**config.mk**
```make
export PLATFORM = sky130hd
export DESIGN_NAME = cqf_top
export DESIGN_NICKNAME = d
export VERILOG_FILES = /design/src/verilog/cqf_pkg.sv /design/src/verilog/cqf_top.sv /design/src/verilog/cqf_wmark.sv
export VERILOG_INCLUDE_DIRS = /design/src /design/src/verilog
export SDC_FILE = /design/constraint.sdc
export NUM_CORES = 1
export LEC_CHECK = 0
export BUFFER_PORTS_ARGS = -buffer_cell sky130_fd_sc_hd__buf_2
export CAP_MARGIN = 5
export CORE_ASPECT_RATIO = 0.6
export CORE_MARGIN = 8
export CORE_UTILIZATION = 62
export CTS_BUF_LIST = sky130_fd_sc_hd__clkbuf_16
export DETAILED_ROUTE_END_ITERATION = 8
export PLACE_DENSITY_LB_ADDON = 0.3
export SYNTH_ARGS = -nofsm -noshare
export SYNTH_HDL_FRONTEND = slang
export SYNTH_SLANG_ARGS = --single-unit
```
**constraint.sdc**
```tcl
create_clock -name pclk -period 6.2 [get_ports pclk]
set_input_delay 0.62 -clock pclk [delete_from_list [all_inputs] [get_ports pclk]]
set_output_delay 0.62 -clock pclk [all_outputs]
set_load 0.02 [all_outputs]
```
**src/verilog/cqf_defs.svh**
```systemverilog
// Register map, field positions, reset values and sizes of the connection queue block
`ifndef CQF_DEFS_SVH
`define CQF_DEFS_SVH

// ------------------------------------------------------------
// Register byte offsets
// ------------------------------------------------------------
`define CQF_CTRL_OFS 12'h000
`define CQF_TXQ_SIZE_OFS 12'h004
`define CQF_RXQ_SIZE_OFS 12'h008
`define CQF_TX_THR_OFS 12'h00C
`define CQF_RX_THR_OFS 12'h010
`define CQF_TX_IE_OFS 12'h014
`define CQF_RX_IE_OFS 12'h018
`define CQF_TX_STAT_OFS 12'h01C
`define CQF_RX_STAT_OFS 12'h020
`define CQF_GLB_IE_OFS 12'h024
`define CQF_GLB_IS_OFS 12'h028
`define CQF_OCC_OFS 12'h02C

// ------------------------------------------------------------
// Control register bits
// ------------------------------------------------------------
`define CQF_CTRL_CONN 0
`define CQF_CTRL_QPR 1
`define CQF_CTRL_AUTO 2
`define CQF_CTRL_JAM 3
`define CQF_CTRL_FCE 4
`define CQF_CTRL_PAUSE 5
`define CQF_CTRL_FDX 6
`define CQF_CTRL_RST 7'h04

// ------------------------------------------------------------
// Status and enable bits, threshold field, sizes
// ------------------------------------------------------------
`define CQF_ST_HIGH 0
`define CQF_ST_LOW 1
`define CQF_ST_OVFL 2
`define CQF_THR_LOW_LSB 16
`define CQF_OCC_RX_LSB 16
`define CQF_QSIZE_W 9
`define CQF_QSIZE_RST 9'h001
`define CQF_THR_RST 9'h000
`define CQF_BLOCK_SHIFT 5
`define CQF_SLOT_W 13
`define CQF_CNT_W 14
`define CQF_SLOT_BYTES 2048

`endif

```
**src/verilog/cqf_pkg.sv**
```systemverilog
// Types shared by the connection queue block
package cqf_pkg;

	// Arbiter sequencing
	typedef enum logic [0:0] {
		CQF_ARB_IDLE,
		CQF_ARB_ACCESS
	} cqf_arb_e;

	// Requester index: 0 MAC rx write, 1 HDLC rx read, 2 HDLC tx write, 3 MAC tx read
	typedef logic [1:0] cqf_req_t;

endpackage

```
**src/verilog/cqf_top.sv**
```systemverilog
// Connection queue manager: queue pointers, SDRAM arbiter, watermarks and flow control
//
// The register addresses and the APB slave port were chosen for this implementation.
`timescale 1ns/100ps
`include "cqf_defs.svh"

module cqf_top (
	input wire logic pclk,
	input wire logic presetn,
	input wire logic psel,
	input wire logic penable,
	input wire logic pwrite,
	input wire logic [11:0] paddr,
	input wire logic [31:0] pwdata,
	output logic [31:0] prdata,
	output logic pready,
	output logic pslverr,
	input wire logic [3:0] xfer_req,
	output logic [3:0] xfer_done,
	output logic [3:0] xfer_refused,
	output logic sdram_req,
	output logic sdram_we,
	output logic [`CQF_SLOT_W-1:0] sdram_slot,
	input wire logic sdram_ack,
	input wire logic mac_rx_frame_start,
	input wire logic mac_rx_frame_done,
	output logic mac_flow_ctrl_enable,
	output logic mac_pause_send,
	output logic mac_jam_frame,
	input wire logic hdlc_tx_data,
	output logic serial_tx_data,
	input wire logic serial_rx_pin,
	output logic hdlc_rx_data,
	output logic hdlc_clk_enable,
	output logic queue_irq
);

	// ------------------------------------------------------------
	// Register state
	// ------------------------------------------------------------
	logic [6:0] ctrl_q;
	logic [`CQF_QSIZE_W-1:0] txq_size_q, rxq_size_q;
	logic [`CQF_QSIZE_W-1:0] tx_high_q, tx_low_q, rx_high_q, rx_low_q;
	logic [1:0] tx_ie_q, rx_ie_q, glb_ie_q;
	logic [1:0] tx_stat_q;
	logic [2:0] rx_stat_q;
	logic [31:0] prdata_q;

	// ------------------------------------------------------------
	// APB decode
	// ------------------------------------------------------------
	wire setup_rd = psel & ~penable & ~pwrite;
	wire acc = psel & penable;
	wire wr_en = acc & pwrite;
	wire rd_done = acc & ~pwrite;
	wire hit_ctrl = paddr == `CQF_CTRL_OFS;
	wire hit_txs = paddr == `CQF_TXQ_SIZE_OFS;
	wire hit_rxs = paddr == `CQF_RXQ_SIZE_OFS;
	wire hit_txt = paddr == `CQF_TX_THR_OFS;
	wire hit_rxt = paddr == `CQF_RX_THR_OFS;
	wire hit_txie = paddr == `CQF_TX_IE_OFS;
	wire hit_rxie = paddr == `CQF_RX_IE_OFS;
	wire hit_txst = paddr == `CQF_TX_STAT_OFS;
	wire hit_rxst = paddr == `CQF_RX_STAT_OFS;
	wire hit_gie = paddr == `CQF_GLB_IE_OFS;
	wire hit_gis = paddr == `CQF_GLB_IS_OFS;
	wire hit_occ = paddr == `CQF_OCC_OFS;
	wire hit_any = hit_ctrl | hit_txs | hit_rxs | hit_txt | hit_rxt | hit_txie | hit_rxie
		| hit_txst | hit_rxst | hit_gie | hit_gis | hit_occ;

	// Zero-wait slave; unmapped addresses answer with an error
	assign pready = 1'b1;
	assign pslverr = acc & ~hit_any;
	assign prdata = prdata_q;

	// ------------------------------------------------------------
	// Control fields
	// ------------------------------------------------------------
	wire conn_en = ctrl_q[`CQF_CTRL_CONN];
	wire auto_flow_enable = ctrl_q[`CQF_CTRL_AUTO];
	wire jam_request = ctrl_q[`CQF_CTRL_JAM];
	wire sw_fce = ctrl_q[`CQF_CTRL_FCE];
	wire pause_send_trigger = ctrl_q[`CQF_CTRL_PAUSE];
	wire full_duplex = ctrl_q[`CQF_CTRL_FDX];
	wire flush = ctrl_q[`CQF_CTRL_QPR] | ~conn_en;

	// ------------------------------------------------------------
	// Queue pointers and occupancy
	// ------------------------------------------------------------
	logic [`CQF_SLOT_W-1:0] rx_wr_q, rx_rd_q, tx_wr_q, tx_rd_q;
	logic [`CQF_CNT_W-1:0] rx_cnt_q, tx_cnt_q;
	logic rx_above, rx_full, rx_high_evt, rx_low_evt;
	logic tx_above, tx_full, tx_high_evt, tx_low_evt;

	wire [`CQF_CNT_W-1:0] rx_cap = {rxq_size_q, 5'b0_0000};
	wire [`CQF_CNT_W-1:0] tx_cap = {txq_size_q, 5'b0_0000};
	// transmit region follows receive region, overlap goes unchecked
	wire [`CQF_SLOT_W-1:0] tx_base = rx_cap[`CQF_SLOT_W-1:0];

	// same watermark logic for both queues
	cqf_wmark u_rx_wm (
		.pclk(pclk),
		.presetn(presetn),
		.restart(flush),
		.occ(rx_cnt_q),
		.size(rxq_size_q),
		.high_thr(rx_high_q),
		.low_thr(rx_low_q),
		.above_high(rx_above),
		.full(rx_full),
		.high_evt(rx_high_evt),
		.low_evt(rx_low_evt)
	);

	cqf_wmark u_tx_wm (
		.pclk(pclk),
		.presetn(presetn),
		.restart(flush),
		.occ(tx_cnt_q),
		.size(txq_size_q),
		.high_thr(tx_high_q),
		.low_thr(tx_low_q),
		.above_high(tx_above),
		.full(tx_full),
		.high_evt(tx_high_evt),
		.low_evt(tx_low_evt)
	);

	// ------------------------------------------------------------
	// SDRAM arbiter
	// ------------------------------------------------------------
	cqf_pkg::cqf_arb_e arb_q;
	cqf_pkg::cqf_req_t rr_q, gnt_q, pick;
	logic pick_valid;
	logic [3:0] room;

	// rx queue fed by MAC, drained by HDLC; tx queue the reverse
	assign room = {tx_cnt_q != '0, ~tx_full, rx_cnt_q != '0, ~rx_full};

	always_comb begin
		cqf_pkg::cqf_req_t idx;
		idx = rr_q;
		pick = rr_q;
		pick_valid = 1'b0;
		for (int i = 0; i < 4; i++) begin
			idx = rr_q + i[1:0];
			if (!pick_valid && xfer_req[idx]) begin
				pick = idx;
				pick_valid = 1'b1;
			end
		end
	end

	wire idle = arb_q == cqf_pkg::CQF_ARB_IDLE;
	wire start_ok = idle & pick_valid & room[pick] & conn_en & ~flush;
	// refused while full, disconnected or empty
	wire start_bad = idle & pick_valid & ~(room[pick] & conn_en & ~flush);
	wire fin = (arb_q == cqf_pkg::CQF_ARB_ACCESS) & sdram_ack;

	assign xfer_done = fin ? (4'b0001 << gnt_q) : 4'b0000;
	assign xfer_refused = start_bad ? (4'b0001 << pick) : 4'b0000;

	// Slot address of the chosen request
	logic [`CQF_SLOT_W-1:0] pick_slot;
	always_comb begin
		case (pick)
			2'd0: pick_slot = rx_wr_q;
			2'd1: pick_slot = rx_rd_q;
			2'd2: pick_slot = tx_base + tx_wr_q;
			default: pick_slot = tx_base + tx_rd_q;
		endcase
	end

	// One SDRAM access at a time, held until acknowledged
	always_ff @(posedge pclk or negedge presetn) begin
		if (!presetn) begin
			arb_q <= cqf_pkg::CQF_ARB_IDLE;
			rr_q <= 2'd0;
			gnt_q <= 2'd0;
			sdram_req <= 1'b0;
			sdram_we <= 1'b0;
			sdram_slot <= '0;
		end else begin
			case (arb_q)
				cqf_pkg::CQF_ARB_IDLE: begin
					if (start_ok) begin
						arb_q <= cqf_pkg::CQF_ARB_ACCESS;
						gnt_q <= pick;
						sdram_req <= 1'b1;
						sdram_we <= ~pick[0];
						sdram_slot <= pick_slot;
					end
				end
				cqf_pkg::CQF_ARB_ACCESS: begin
					if (sdram_ack) begin
						arb_q <= cqf_pkg::CQF_ARB_IDLE;
						rr_q <= gnt_q + 2'd1;
						sdram_req <= 1'b0;
					end
				end
				default: arb_q <= cqf_pkg::CQF_ARB_IDLE;
			endcase
		end
	end

	// Pointer wrap at region end
	function automatic logic [`CQF_SLOT_W-1:0] nxt(input logic [`CQF_SLOT_W-1:0] p,
		input logic [`CQF_CNT_W-1:0] cap);
		logic [`CQF_CNT_W-1:0] s;
		s = {1'b0, p} + 14'h0001;
		nxt = (s >= cap) ? '0 : s[`CQF_SLOT_W-1:0];
	endfunction

	always_ff @(posedge pclk or negedge presetn) begin
		if (!presetn) begin
			rx_wr_q <= '0;
			rx_rd_q <= '0;
			tx_wr_q <= '0;
			tx_rd_q <= '0;
			rx_cnt_q <= '0;
			tx_cnt_q <= '0;
		end else if (flush) begin
			rx_wr_q <= '0;
			rx_rd_q <= '0;
			tx_wr_q <= '0;
			tx_rd_q <= '0;
			rx_cnt_q <= '0;
			tx_cnt_q <= '0;
		end else if (fin) begin
			case (gnt_q)
				2'd0: begin
					rx_wr_q <= nxt(rx_wr_q, rx_cap);
					rx_cnt_q <= rx_cnt_q + 14'h0001;
				end
				2'd1: begin
					rx_rd_q <= nxt(rx_rd_q, rx_cap);
					rx_cnt_q <= rx_cnt_q - 14'h0001;
				end
				2'd2: begin
					tx_wr_q <= nxt(tx_wr_q, tx_cap);
					tx_cnt_q <= tx_cnt_q + 14'h0001;
				end
				default: begin
					tx_rd_q <= nxt(tx_rd_q, tx_cap);
					tx_cnt_q <= tx_cnt_q - 14'h0001;
				end
			endcase
		end
	end

	// ------------------------------------------------------------
	// Flow control
	// ------------------------------------------------------------
	// only the receive high mark steers automatic backpressure
	// full duplex: pause per completed frame while above
	wire auto_pause = auto_flow_enable & full_duplex & mac_rx_frame_done & rx_above;
	// half duplex: jam frames starting while above
	wire auto_jam = auto_flow_enable & ~full_duplex & mac_rx_frame_start & rx_above;
	wire man_jam = ~auto_flow_enable & jam_request & mac_rx_frame_start;

	always_ff @(posedge pclk or negedge presetn) begin
		if (!presetn) begin
			mac_flow_ctrl_enable <= 1'b0;
			mac_pause_send <= 1'b0;
			mac_jam_frame <= 1'b0;
		end else begin
			mac_flow_ctrl_enable <= auto_flow_enable | sw_fce;
			mac_pause_send <= auto_pause | (~auto_flow_enable & pause_send_trigger);
			mac_jam_frame <= auto_jam | man_jam;
		end
	end

	// ------------------------------------------------------------
	// Serial side gating
	// ------------------------------------------------------------
	logic rx_pin_m, rx_pin_s;

	// Pin is asynchronous to pclk
	always_ff @(posedge pclk or negedge presetn) begin
		if (!presetn) begin
			rx_pin_m <= 1'b1;
			rx_pin_s <= 1'b1;
		end else begin
			rx_pin_m <= serial_rx_pin;
			rx_pin_s <= rx_pin_m;
		end
	end

	// idle ones and stopped HDLC clocks while disconnected
	always_ff @(posedge pclk or negedge presetn) begin
		if (!presetn) begin
			serial_tx_data <= 1'b1;
			hdlc_rx_data <= 1'b1;
			hdlc_clk_enable <= 1'b0;
		end else begin
			serial_tx_data <= conn_en ? hdlc_tx_data : 1'b1;
			hdlc_rx_data <= conn_en ? rx_pin_s : 1'b1;
			hdlc_clk_enable <= conn_en;
		end
	end

	// ------------------------------------------------------------
	// Register writes and latched status
	// ------------------------------------------------------------
	wire [1:0] glb_is = {|(rx_stat_q[1:0] & rx_ie_q), |(tx_stat_q & tx_ie_q)};
	assign queue_irq = |(glb_is & glb_ie_q);

	// Control: strobe bits self-clear; automatic mode set at reset
	always_ff @(posedge pclk or negedge presetn) begin
		if (!presetn) begin
			ctrl_q <= `CQF_CTRL_RST;
		end else if (wr_en & hit_ctrl) begin
			ctrl_q <= pwdata[6:0];
		end else begin
			ctrl_q[`CQF_CTRL_QPR] <= 1'b0;
			ctrl_q[`CQF_CTRL_PAUSE] <= 1'b0;
		end
	end

	always_ff @(posedge pclk or negedge presetn) begin
		if (!presetn) begin
			txq_size_q <= `CQF_QSIZE_RST;
			rxq_size_q <= `CQF_QSIZE_RST;
			tx_high_q <= `CQF_THR_RST;
			tx_low_q <= `CQF_THR_RST;
			rx_high_q <= `CQF_THR_RST;
			rx_low_q <= `CQF_THR_RST;
			tx_ie_q <= 2'h0;
			rx_ie_q <= 2'h0;
			glb_ie_q <= 2'h0;
		end else if (wr_en) begin
			if (hit_txs) txq_size_q <= pwdata[`CQF_QSIZE_W-1:0];
			if (hit_rxs) rxq_size_q <= pwdata[`CQF_QSIZE_W-1:0];
			if (hit_txt) tx_high_q <= pwdata[`CQF_QSIZE_W-1:0];
			if (hit_txt) tx_low_q <= pwdata[`CQF_THR_LOW_LSB +: `CQF_QSIZE_W];
			if (hit_rxt) rx_high_q <= pwdata[`CQF_QSIZE_W-1:0];
			if (hit_rxt) rx_low_q <= pwdata[`CQF_THR_LOW_LSB +: `CQF_QSIZE_W];
			if (hit_txie) tx_ie_q <= pwdata[1:0];
			if (hit_rxie) rx_ie_q <= pwdata[1:0];
			if (hit_gie) glb_ie_q <= pwdata[1:0];
		end
	end

	// events latch; read clears, a same-cycle event wins
	wire [1:0] tx_ev = {tx_low_evt, tx_high_evt};
	wire [2:0] rx_ev = {start_bad & (pick == 2'd0) & conn_en & ~flush, rx_low_evt, rx_high_evt};
	// Only bits already captured for the reader clear, so a late event is not lost
	wire [1:0] tx_clr = (rd_done & hit_txst) ? prdata_q[1:0] : 2'h0;
	wire [2:0] rx_clr = (rd_done & hit_rxst) ? prdata_q[2:0] : 3'h0;
	always_ff @(posedge pclk or negedge presetn) begin
		if (!presetn) begin
			tx_stat_q <= 2'h0;
			rx_stat_q <= 3'h0;
		end else begin
			tx_stat_q <= (tx_stat_q & ~tx_clr) | tx_ev;
			rx_stat_q <= (rx_stat_q & ~rx_clr) | rx_ev;
		end
	end

	// Read data captured in the setup cycle
	always_ff @(posedge pclk or negedge presetn) begin
		if (!presetn) begin
			prdata_q <= 32'h0000_0000;
		end else if (setup_rd) begin
			prdata_q <= 32'h0000_0000;
			if (hit_ctrl) prdata_q[6:0] <= ctrl_q;
			if (hit_txs) prdata_q[`CQF_QSIZE_W-1:0] <= txq_size_q;
			if (hit_rxs) prdata_q[`CQF_QSIZE_W-1:0] <= rxq_size_q;
			if (hit_txt) prdata_q <= {7'h00, tx_low_q, 7'h00, tx_high_q};
			if (hit_rxt) prdata_q <= {7'h00, rx_low_q, 7'h00, rx_high_q};
			if (hit_txie) prdata_q[1:0] <= tx_ie_q;
			if (hit_rxie) prdata_q[1:0] <= rx_ie_q;
			if (hit_txst) prdata_q[1:0] <= tx_stat_q;
			if (hit_rxst) prdata_q[2:0] <= rx_stat_q;
			if (hit_gie) prdata_q[1:0] <= glb_ie_q;
			if (hit_gis) prdata_q[1:0] <= glb_is;
			if (hit_occ) prdata_q <= {2'b00, rx_cnt_q, 2'b00, tx_cnt_q};
		end
	end

endmodule

```
**src/verilog/cqf_wmark.sv**
```systemverilog
// Watermark tracker for one packet queue
`timescale 1ns/100ps
`include "cqf_defs.svh"

module cqf_wmark (
	input wire logic pclk,
	input wire logic presetn,
	input wire logic restart,
	input wire logic [`CQF_CNT_W-1:0] occ,
	input wire logic [`CQF_QSIZE_W-1:0] size,
	input wire logic [`CQF_QSIZE_W-1:0] high_thr,
	input wire logic [`CQF_QSIZE_W-1:0] low_thr,
	output logic above_high,
	output logic full,
	output logic high_evt,
	output logic low_evt
);

	logic above_high_q;
	logic above_low_q;
	logic above_low;

	// Thresholds and size count whole blocks of 32 slots
	assign above_high = occ > {high_thr, 5'b0_0000};
	assign above_low = occ > {low_thr, 5'b0_0000};
	assign full = occ >= {size, 5'b0_0000};
	// Rising past high only; low fires on a crossing either way
	assign high_evt = above_high & ~above_high_q;
	assign low_evt = above_low ^ above_low_q;

	// Restart makes an empty queue the new reference
	always_ff @(posedge pclk or negedge presetn) begin
		if (!presetn) begin
			above_high_q <= 1'b0;
			above_low_q <= 1'b0;
		end else if (restart) begin
			above_high_q <= 1'b0;
			above_low_q <= 1'b0;
		end else begin
			above_high_q <= above_high;
			above_low_q <= above_low;
		end
	end

endmodule
```
==> results of run 1 <==
==> cell usage in the layout (no fill, tap or decap), types with 8 or more instances in the layout <==
cell type	synthesis	final
a211oi_1	8	8
a21o_1	27	27
a21oi_1	53	53
a22o_1	27	27
a22oi_1	15	15
a31oi_1	20	20
a32o_1	8	8
and2_1	10	10
and3_1	20	20
buf_2	14	101
buf_4	6	14
clkbuf_16	0	22
dfrtp_1	205	205
ha_1	131	131
inv_1	79	84
mux2_2	31	31
mux2_4	8	8
mux2i_1	26	26
nand2_1	194	194
nand2b_1	12	12
nand3_1	51	51
nand4_1	14	14
nor2_1	92	90
nor2b_1	43	42
nor3_1	29	29
nor3b_1	11	10
o211ai_1	8	8
o21a_1	20	20
o21ai_0	114	114
o221ai_1	15	15
o31ai_1	12	12
or2_2	16	16
or3_1	8	8
xnor2_1	29	29
xor2_1	19	19
==> sequential cells by signal (all words and copies together), names as in the netlist, 2 cells and up <==
name,flops
ctrl_q,7
glb_ie_q,2
gnt_q,2
prdata,28
rr_q,2
rx_cnt_q,14
rx_high_q,9
rx_ie_q,2
rx_low_q,9
rx_rd_q,13
rx_stat_q,3
rx_wr_q,13
rxq_size_q,9
sdram_slot,13
tx_cnt_q,14
tx_high_q,9
tx_ie_q,2
tx_low_q,9
tx_rd_q,13
tx_stat_q,2
tx_wr_q,13
txq_size_q,9
==> power by group <==
group          switching [mW]  total [mW]  internal [mW]  leakage, nW
registers              0.0195        1.42           1.40         2.63
logic                   0.165       0.243         0.0779         4.94
clock network           0.587        1.36          0.774        0.367
==> path summary, 6_finish.rpt <==
kind                                           start                    endpoint  slack (ps)  cells past startpoint
min in group pclk                      serial_rx_pin          rx_pin_m$_DFF_PN1_         200                      1
hold reg to reg                   rx_pin_m$_DFF_PN1_          rx_pin_s$_DFF_PN1_         360                      0
hold / removal                               presetn     glb_ie_q[0]$_DFFE_PN0P_         170                      1
setup / recovery           rxq_size_q[1]$_DFFE_PN0P_             xfer_refused[1]        1790                     10
max in group asynchronous                    presetn    tx_high_q[4]$_DFFE_PN0P_        4610                      2
setup reg to reg                 rr_q[1]$_DFFE_PN0P_  sdram_slot[12]$_DFFE_PN0P_        2280                     11
==> stage by stage <==
stage | area (um2) | setup WS, ps | utilization | std cells
after floorplan | 14200 | 2560 | - | 1534
after global placement | 14900 | 2130 | 0.671 | 1896
after detailed placement | 14900 | 1970 | 0.671 | 1896
after CTS | 15600 | 1850 | 0.703 | 1936
after global routing | 15600 | 1670 | 0.704 | 1938
final | 15600 | 1790 | 0.704 | 1939
==> per-layer routing <==
layer | wire, um | GRT usage
met2 | 17600 | 0.431
met4 | 1370 | 0.0891
met3 | 5580 | 0.0858
met5 | 13 | 0
met1 | 18800 | 0.450
==> cell families (layout without fill, tap and decap cells) <==
| kind of cell | after synthesis | after routing |
|---|---|---|
| fa+ha+maj | 134 | 134 |
| other cells | 2 | 8 |
| simple gates | 540 | 540 |
| compound gates | 386 | 386 |
| mux | 67 | 67 |
| flops | 212 | 212 |
| xor+xnor | 48 | 48 |
| buf+inv | 142 | 236 |
==> area by class of cell <==
class	instances	area (um2)
clock buffer	22	551
inverter	80	300
timing repair buffer	116	624
clock inverter	18	170
antenna	3	7.51
fill	1707	6590
sequential	212	5310
tap	308	385
multi-input combinational	1180	8290
==> critical path, delay by kind of cell, from the launching register on <==
family                     cells  cell delay, ps
DFF                            1             470
and+or+nand+nor                2             450
AOI/OAI and AO/OA              5            1470
buffers and inverters          2             480
adders and majority gates      1             400
==> results.yml, run 1 <==
cts:
  cts_hold_buf: 0
  cts_inserted_buffers: 22
  htreeDepth: 1
  clock-root-buffer: "clkbuf_16"
  cts_sinks: 212
  worstSkewPairLatency_ps: 530
  cts_tree: "built"
  clk_pin_slew_worst_paths_ps: 60
  cts_buffer_depth: 3
  postCtsSetupBuffers: 0
  cts_resized: 0
global_routing:
  grt_pass1_vias: 12200
  grt_usage: 0.307
  grt.overflow.total: 0
  grt_pass1_wl_um: 68700
  grt_max_degree: 96
  antenna_found_initial: 3
detailed_routing:
  drt_iter0_markers: 1412
  wl_per_cell_um: 22.4
  wl_um: 43300
  ant_nets: 0
  vias: 12600
  vias_per_cell: 6.51
  drt_first_pass_iters: 6
  drt_drc_violations_left: 0
critical_path:
  crit_chain: "inv_1, ha_1, and4bb_2, a221o_1, a21oi_1, o311a_1, a311oi_4, o21ai_0, nor3b_1, buf_2"
  worstPathRequired_ps: 5580
  crit_slowest_cell: "dfrtp_1"
  end_kind: "output port"
  worst-setup-path-type: "reg -> out"
  worstPathArrival_ps: 3790
  cp_slowest_stage_delay_ps: 470
  cp_max_fo: 6
  crit_path_start_kind: "flop"
floorplan:
  core-area_mm2: 0.0222
  start_util: 0.636
  io_pins: 122
  rows: 42
  die_w_um: 211
  die_h_um: 133
  fp.dieArea_mm2: 0.0281
sta:
  finalClockSkew_ps: 20.3
  max_freq_ghz: 0.227
  hold_violations: 0
  finalSetupViolations: 0
  final.setup.tns_ps: 0
  period_needed_ps: 4410
  relSlewSlack: 0.155
  slew_violations: 0
  hold_ws_ps: 172
  min_period_over_period: 0.712
  worst_slew_pin_slew_ps: 1270
  rsz0062_at_grt: "false"
synth:
  synth_top_family_by_area: "simple AND/OR/NAND/NOR gates"
  syn_avg_cell_area_um2: 9.24
  synth_adder_area_share: 0.120
  synth_compound_area_frac: 0.185
  synthMuxAreaShare: 0.0548
  synth.area.top_cells: "dfrtp_1 36%, ha_1 12%, nand2_1 5.1%"
  synthCells: 1531
  netlist.area_leader.share: 0.363
  synthSimpleGateAreaFrac: 0.193
  syn_area_mm2: 0.0141
  ys_seq_area_frac: 0.376
  synth_most_common_cell: "dfrtp_1"
  yosysWarnings: 0
  async_flop_share: 1.00
  synth_edf_count: 0
  ys_types: 81
  synthXorXnorAreaFrac: 0.0297
  synth-main-ff-cell: "dfrtp_1"
  yosys_register_bits: 212
  synth_commonest_cells: "205 x dfrtp_1, 194 x nand2_1, 131 x ha_1"
  yosysTopAreaCell: "dfrtp_1"
job:
  maxCapViolCount: 0
pwr:
  powerDensity_mw_per_mm2: 194
  vdd_drop_max_mv: 0.171
  p_total_mw: 3.03
  leakagePower_nw: 7.93
min_path:
  min_path_type: "in -> async"
layout:
  area_growth_pct: 10.6
  drive_gt1_frac: 0.144
  layout.nets: 1804
placement:
  dp_hpwl_um: 32000
  port_buffers: 102
  gp_congestion: 0.948
run_status:
  status: "completed"
Power figures use the tool's default switching activity.
==> run 2: changes to the inputs <==
- CORE_UTILIZATION: 62 -> 61
- clock period: 6.2 -> 4.25 ns (I/O delays scaled with it)
==> run 2 against run 1 <==
- the flow now finishes with violations (negative hold slack)
- critical path depth up 1
- cell area grew 0.74%
- final cell count increased by 1.3%
- first-iteration DRC count is 17% higher
- setup slack worse by 1600 ps
- die area up 1.5%
- critical endpoint is now xfer_refused[0]
- largest cell class unchanged
==> results.yml, run 2 (synthesis gave the netlist of run 1 again) <==
sta:
  slew_violations: 0
  max_freq_ghz: 0.249
  period_needed_ps: 4020
  hold_ws_ps: -12.1
  worst_slew_pin_slew_ps: 1010
  final.setup.tns_ps: 0
  finalClockSkew_ps: 14.3
  finalSetupViolations: 0
  min_period_over_period: 0.945
  rsz0062_at_grt: "false"
  fin_ws_ps: 234
  hold_violations: 8
  relSlewSlack: 0.322
layout:
  regArea_mm2: 0.00531
  mostFrequentLayoutCells: "205 x dfrtp_1, 194 x nand2_1, 131 x ha_1"
  area_growth_pct: 11.4
  final_common_cell: "dfrtp_1"
  layout.nets: 1825
  drive_gt1_frac: 0.153
  largest_reg_flops: 28
  fillCellCount: 1800
  multiInputGateArea_mm2: 0.00829
floorplan:
  fp.dieArea_mm2: 0.0285
  die_w_um: 213
  start_util: 0.617
  die_h_um: 134
  core-area_mm2: 0.0229
  rows: 43
  io_pins: 122
critical_path:
  cp_max_fo: 6
  worstPathRequired_ps: 3830
  rr_endpoint: "rx_rd_q[4]$_DFFE_PN0P_"
  crit_slowest_cell: "o21ai_0"
  worst-setup-path-type: "reg -> out"
  crit_chain: "inv_1, ha_1, and4bb_2, a221o_1, a21oi_1, o311a_1, a311oi_4, buf_4, o21ai_0, nor2b_1, buf_2"
  r2r_cells: 12
  worstPathArrival_ps: 3590
  ff2ff_setup_slack_ps: 450
  startpoint: "rxq_size_q[1]$_DFFE_PN0P_"
  end_kind: "output port"
  crit_path_start_kind: "flop"
  crit_end: "xfer_refused[0]"
  r2r-start: "rx_rd_q[2]$_DFFE_PN0P_"
  cp_slowest_stage_delay_ps: 490
cts:
  cts_inserted_buffers: 21
  postCtsSetupBuffers: 0
  cts_sinks: 212
  clock-root-buffer: "clkbuf_16"
  cts_buffer_depth: 3
  clk_pin_slew_worst_paths_ps: 70
  htreeDepth: 1
  cts_resized: 0
  worstSkewPairLatency_ps: 510
  cts_tree: "built"
  cts_hold_buf: 0
pwr:
  p_sw_frac: 0.247
  p_comb_frac: 0.085
  power.net_switching_mw: 1.06
  vdd_drop_max_mv: 0.205
  powerDensity_mw_per_mm2: 273
  clkPwrFrac: 0.434
  pwr-share-seq: 0.482
  leakagePower_nw: 8.03
  internal_power_mw: 3.24
placement:
  gp_congestion: 0.934
  dp_hpwl_um: 32800
  pre_cts_ws_ps: 560
  port_buffers: 102
global_routing:
  grt.overflow.total: 0
  grt_usage: 0.304
  antenna_found_initial: 2
  grt_pass1_vias: 12300
  grt_pass1_wl_um: 68500
  grt_max_degree: 106
detailed_routing:
  wl_per_cell_um: 22.2
  drt_first_pass_iters: 7
  wl_um: 43700
  ant_nets: 0
  vias: 12600
  drt_iter0_markers: 1656
  drt_drc_violations_left: 0
  vias_per_cell: 6.43
run_status:
  status: "finished with violations"
  violations: "negative hold slack"
job:
  maxCapViolCount: 0
min_path:
  min_path_type: "in -> async"
==> run 2: cell count changes in the layout (fill, tap and decap cells not counted), sizes merged <==
cell / delta
clkinv: -2
clkinvlp: -1
inv: +1
diode: -1
clkbuf: -1
buf: +22
==> run 2: critical path, delay by kind of cell (launching register included) <==
family | cells | cell delay, ps
flip-flops | 1 | 480
AND/OR/NAND/NOR | 2 | 410
AO/OA/AOI/OAI | 5 | 1330
adder cells (fa/ha/maj) | 1 | 340
buffers and inverters | 3 | 530
==> run 2: per-layer routing <==
layer	vias to the layer above	track usage	wire length, um	part of all wire
met5	-	0	0	0
met2	716	0.416	17400	0.40
met1	6054	0.439	18600	0.43
li1	5760	-	-	-
met3	106	0.119	6420	0.15
met4	0	0.0810	1210	0.028
==> run 2: per-stage QoR <==
| step | area, um2 | power, mW | utilization | instances | hold WS (ps) |
|---|---|---|---|---|---|
| 5_1_grt | 15800 | 4.44 | 0.687 | 1962 | 22.1 |
| 3_3_place_gp | 15100 | 2.46 | 0.658 | 1925 | 356 |
| 6_report | 15800 | 4.31 | 0.688 | 1964 | -12.1 |
| 3_5_place_dp | 15100 | 2.47 | 0.658 | 1925 | 357 |
| 2_1_floorplan | 14200 | 2.31 | - | 1534 | 129 |
| 4_1_cts | 15800 | 4.32 | 0.687 | 1962 | 22.5 |
==> run 2: cell type report <==
cell class                      count  share of cell area
Clock inverter                     16             0.00889
Tap cell                          315              0.0250
Antenna cell                        2            0.000318
Multi-Input combinational cell   1180               0.526
Timing Repair Buffer              138              0.0501
Inverter                           80              0.0191
Clock buffer                       21              0.0333
Sequential cell                   212               0.337
==> run 2: power groups by stage <==
stage          combinational [mW]  sequential (mW)  clock [mW]
3_3_place_gp                0.354             2.11           0
5_1_grt                     0.394             2.08        1.97
4_1_cts                     0.362             2.07        1.88
6_report                    0.364             2.07        1.87
2_1_floorplan               0.172             2.14           0
3_5_place_dp                0.360             2.11           0
==> run 2: worst min-delay path by stage <==
| stage | endpoint | slack (ps) | cells past startpoint |
|---|---|---|---|
| finish | glb_ie_q[0]$_DFFE_PN0P_ | -10 | 1 |
| global route | rx_pin_m$_DFF_PN1_ | 20 | 1 |
| CTS | rx_pin_m$_DFF_PN1_ | 20 | 1 |
| detailed placement | rx_pin_s$_DFF_PN1_ | 360 | 0 |
| global placement | rx_pin_s$_DFF_PN1_ | 360 | 0 |
| floorplan | arb_q$_DFF_PN0_ | 130 | 0 |
==> run 3: changes to the inputs <==
- CELL_PAD_IN_SITES_DETAIL_PLACEMENT: default -> 0
- CELL_PAD_IN_SITES_GLOBAL_PLACEMENT: default -> 1
- CORE_UTILIZATION: 61 -> 47
==> run 3 against run 2 <==
- clock skew about the same
- global-route usage shrank 5.3 points
- sequential share of layout area is 0.58 points lower
- power is 6.8% higher
- core utilization decreased by 15 points
- critical path depth unchanged
- setup slack gained 80 ps
- count of clock-buffer cells in the layout is 2 higher
- routed wire length up 3.9%
- register-to-register slack improved by 100 ps
- via count shrank 2.7%
- the flow still finishes with violations (negative hold slack)
- die area is 27% higher
==> results.yml, run 3 (synthesis gave the netlist of run 1 again) <==
run_status:
  status: "finished with violations"
  violations: "negative hold slack"
cts:
  cts_inserted_buffers: 22
  clock-root-buffer: "clkbuf_16"
  postCtsSetupBuffers: 0
  cts_sinks: 212
  htreeDepth: 1
  cts_tree: "built"
  clk_pin_slew_worst_paths_ps: 60
  worstSkewPairLatency_ps: 540
  cts_buffer_depth: 3
global_routing:
  grt_pass1_wl_um: 70200
  grt_usage: 0.251
  grt.overflow.total: 0
  grt_max_degree: 111
  antenna_found_initial: 0
  grt_pass1_vias: 11600
critical_path:
  crit_slowest_cell: "o21ai_0"
  startpoint: "rxq_size_q[1]$_DFFE_PN0P_"
  worstPathArrival_ps: 3510
  end_kind: "output port"
  worst-setup-path-type: "reg -> out"
  r2r-start: "rx_rd_q[2]$_DFFE_PN0P_"
  cp_slowest_stage_delay_ps: 500
  cp_max_fo: 6
  crit_chain: "inv_1, ha_1, and4bb_2, a221o_1, a21oi_1, o311a_1, a311oi_4, buf_4, o21ai_0, nor2b_1, buf_2"
  r2r_cells: 12
  rr_endpoint: "rx_rd_q[0]$_DFFE_PN0P_"
  ff2ff_setup_slack_ps: 550
  worstPathRequired_ps: 3830
  crit_path_start_kind: "flop"
sta:
  min_period_over_period: 0.926
  finalClockSkew_ps: 14.1
  hold_violations: 40
  slew_violations: 0
  hold_ws_ps: -34.5
  final.setup.tns_ps: 0
  max_freq_ghz: 0.254
  worst_slew_pin_slew_ps: 1210
  rsz0062_at_grt: "false"
  finalSetupViolations: 0
  period_needed_ps: 3940
  relSlewSlack: 0.191
floorplan:
  rows: 49
  die_w_um: 240
  core-area_mm2: 0.0298
  die_h_um: 150
  io_pins: 122
  start_util: 0.475
  fp.dieArea_mm2: 0.0361
min_path:
  min_path_type: "in -> async"
detailed_routing:
  drt_first_pass_iters: 8
  drt_drc_violations_left: 0
  vias: 12300
  vias_per_cell: 5.96
  wl_um: 45300
  wl_per_cell_um: 22.0
  drt_iter0_markers: 1167
  ant_nets: 0
pwr:
  leakagePower_nw: 8.10
  vdd_drop_max_mv: 0.227
  powerDensity_mw_per_mm2: 287
placement:
  dpl-instance-area_mm2: 0.0152
  gp_congestion: 0.914
  dp_cells: 2021
  port_buffers: 102
  dp_hpwl_um: 34100
layout:
  mostFrequentLayoutCells: "205 x dfrtp_1, 194 x nand2_1, 131 x ha_1"
  final_common_cell: "dfrtp_1"
  drive_gt1_frac: 0.159
  fin_util: 0.538
  instances_no_fill: 2062
  diodes: 0
  area_growth_pct: 13.3
  postLayoutCellArea_mm2: 0.0160
  largest_reg_flops: 28
  layout.nets: 1830
job:
  maxCapViolCount: 0
## run 3: cell types whose count changed in the layout (fill, tap and decap cells not counted), moves of 2 or more
cell / change
clkinv_2: +2
bufinv_16: +2
clkbuf_16: +2
inv_1: -3
diode_2: -2
buf_4: +2
## run 3: routing by layer
metal	track usage	up-vias	share of wire	wire (um)
met5	0	-	0	0
met3	0.0547	49	0.085	3860
met4	0.0396	0	0.014	644
met1	0.403	6060	0.51	23200
li1	-	5775	-	-
met2	0.340	415	0.39	17600
## run 3: report_power, final
group | internal, mW | switching [mW]
sequential | 2.05 | 0.0256
clock | 1.28 | 0.876
combinational | 0.120 | 0.247
## run 3: worst max-delay path, delay by kind of cell (launching register included)
family	cells	cell delay [ps]
AND/OR/NAND/NOR	2	330
buffers and inverters	3	510
flip-flops	1	480
adder cells (fa/ha/maj)	1	320
AO/OA/AOI/OAI	5	1340
## run 3: area by class of cell
type,instances,area (um2)
Timing Repair Buffer,142,836
Clock buffer,23,576
Multi-Input combinational cell,1180,8290
Tap cell,408,510
Clock inverter,17,203
Sequential cell,212,5310
Inverter,80,300
Fill cell,2772,13800
## run 3: what timing repair did
action | in CTS | in global routing
endpoints found under the hold margin | 1 | 0
endpoints found under the setup margin | 0 | 4
resized for setup | 0 | 1
hold buffers | 1 | 0
## run 3: through the flow
step / worst slack (ps) / power, mW
after global placement: 439 / 2.47
after global routing: 185 / 4.73
after floorplan: 801 / 2.31
after CTS: 303 / 4.63
final: 314 / 4.60
after detailed placement: 315 / 2.48
## run 3: worst max path at each step
stage	endpoint	slack (ps)	cells past startpoint
3_5_place_dp	rx_rd_q[0]$_DFFE_PN0P_	320	12
3_3_place_gp	rx_rd_q[4]$_DFFE_PN0P_	440	12
4_1_cts	rx_rd_q[0]$_DFFE_PN0P_	300	12
6_report	xfer_refused[2]	310	11
5_1_grt	xfer_refused[2]	190	11
2_1_floorplan	sdram_slot[12]$_DFFE_PN0P_	800	14
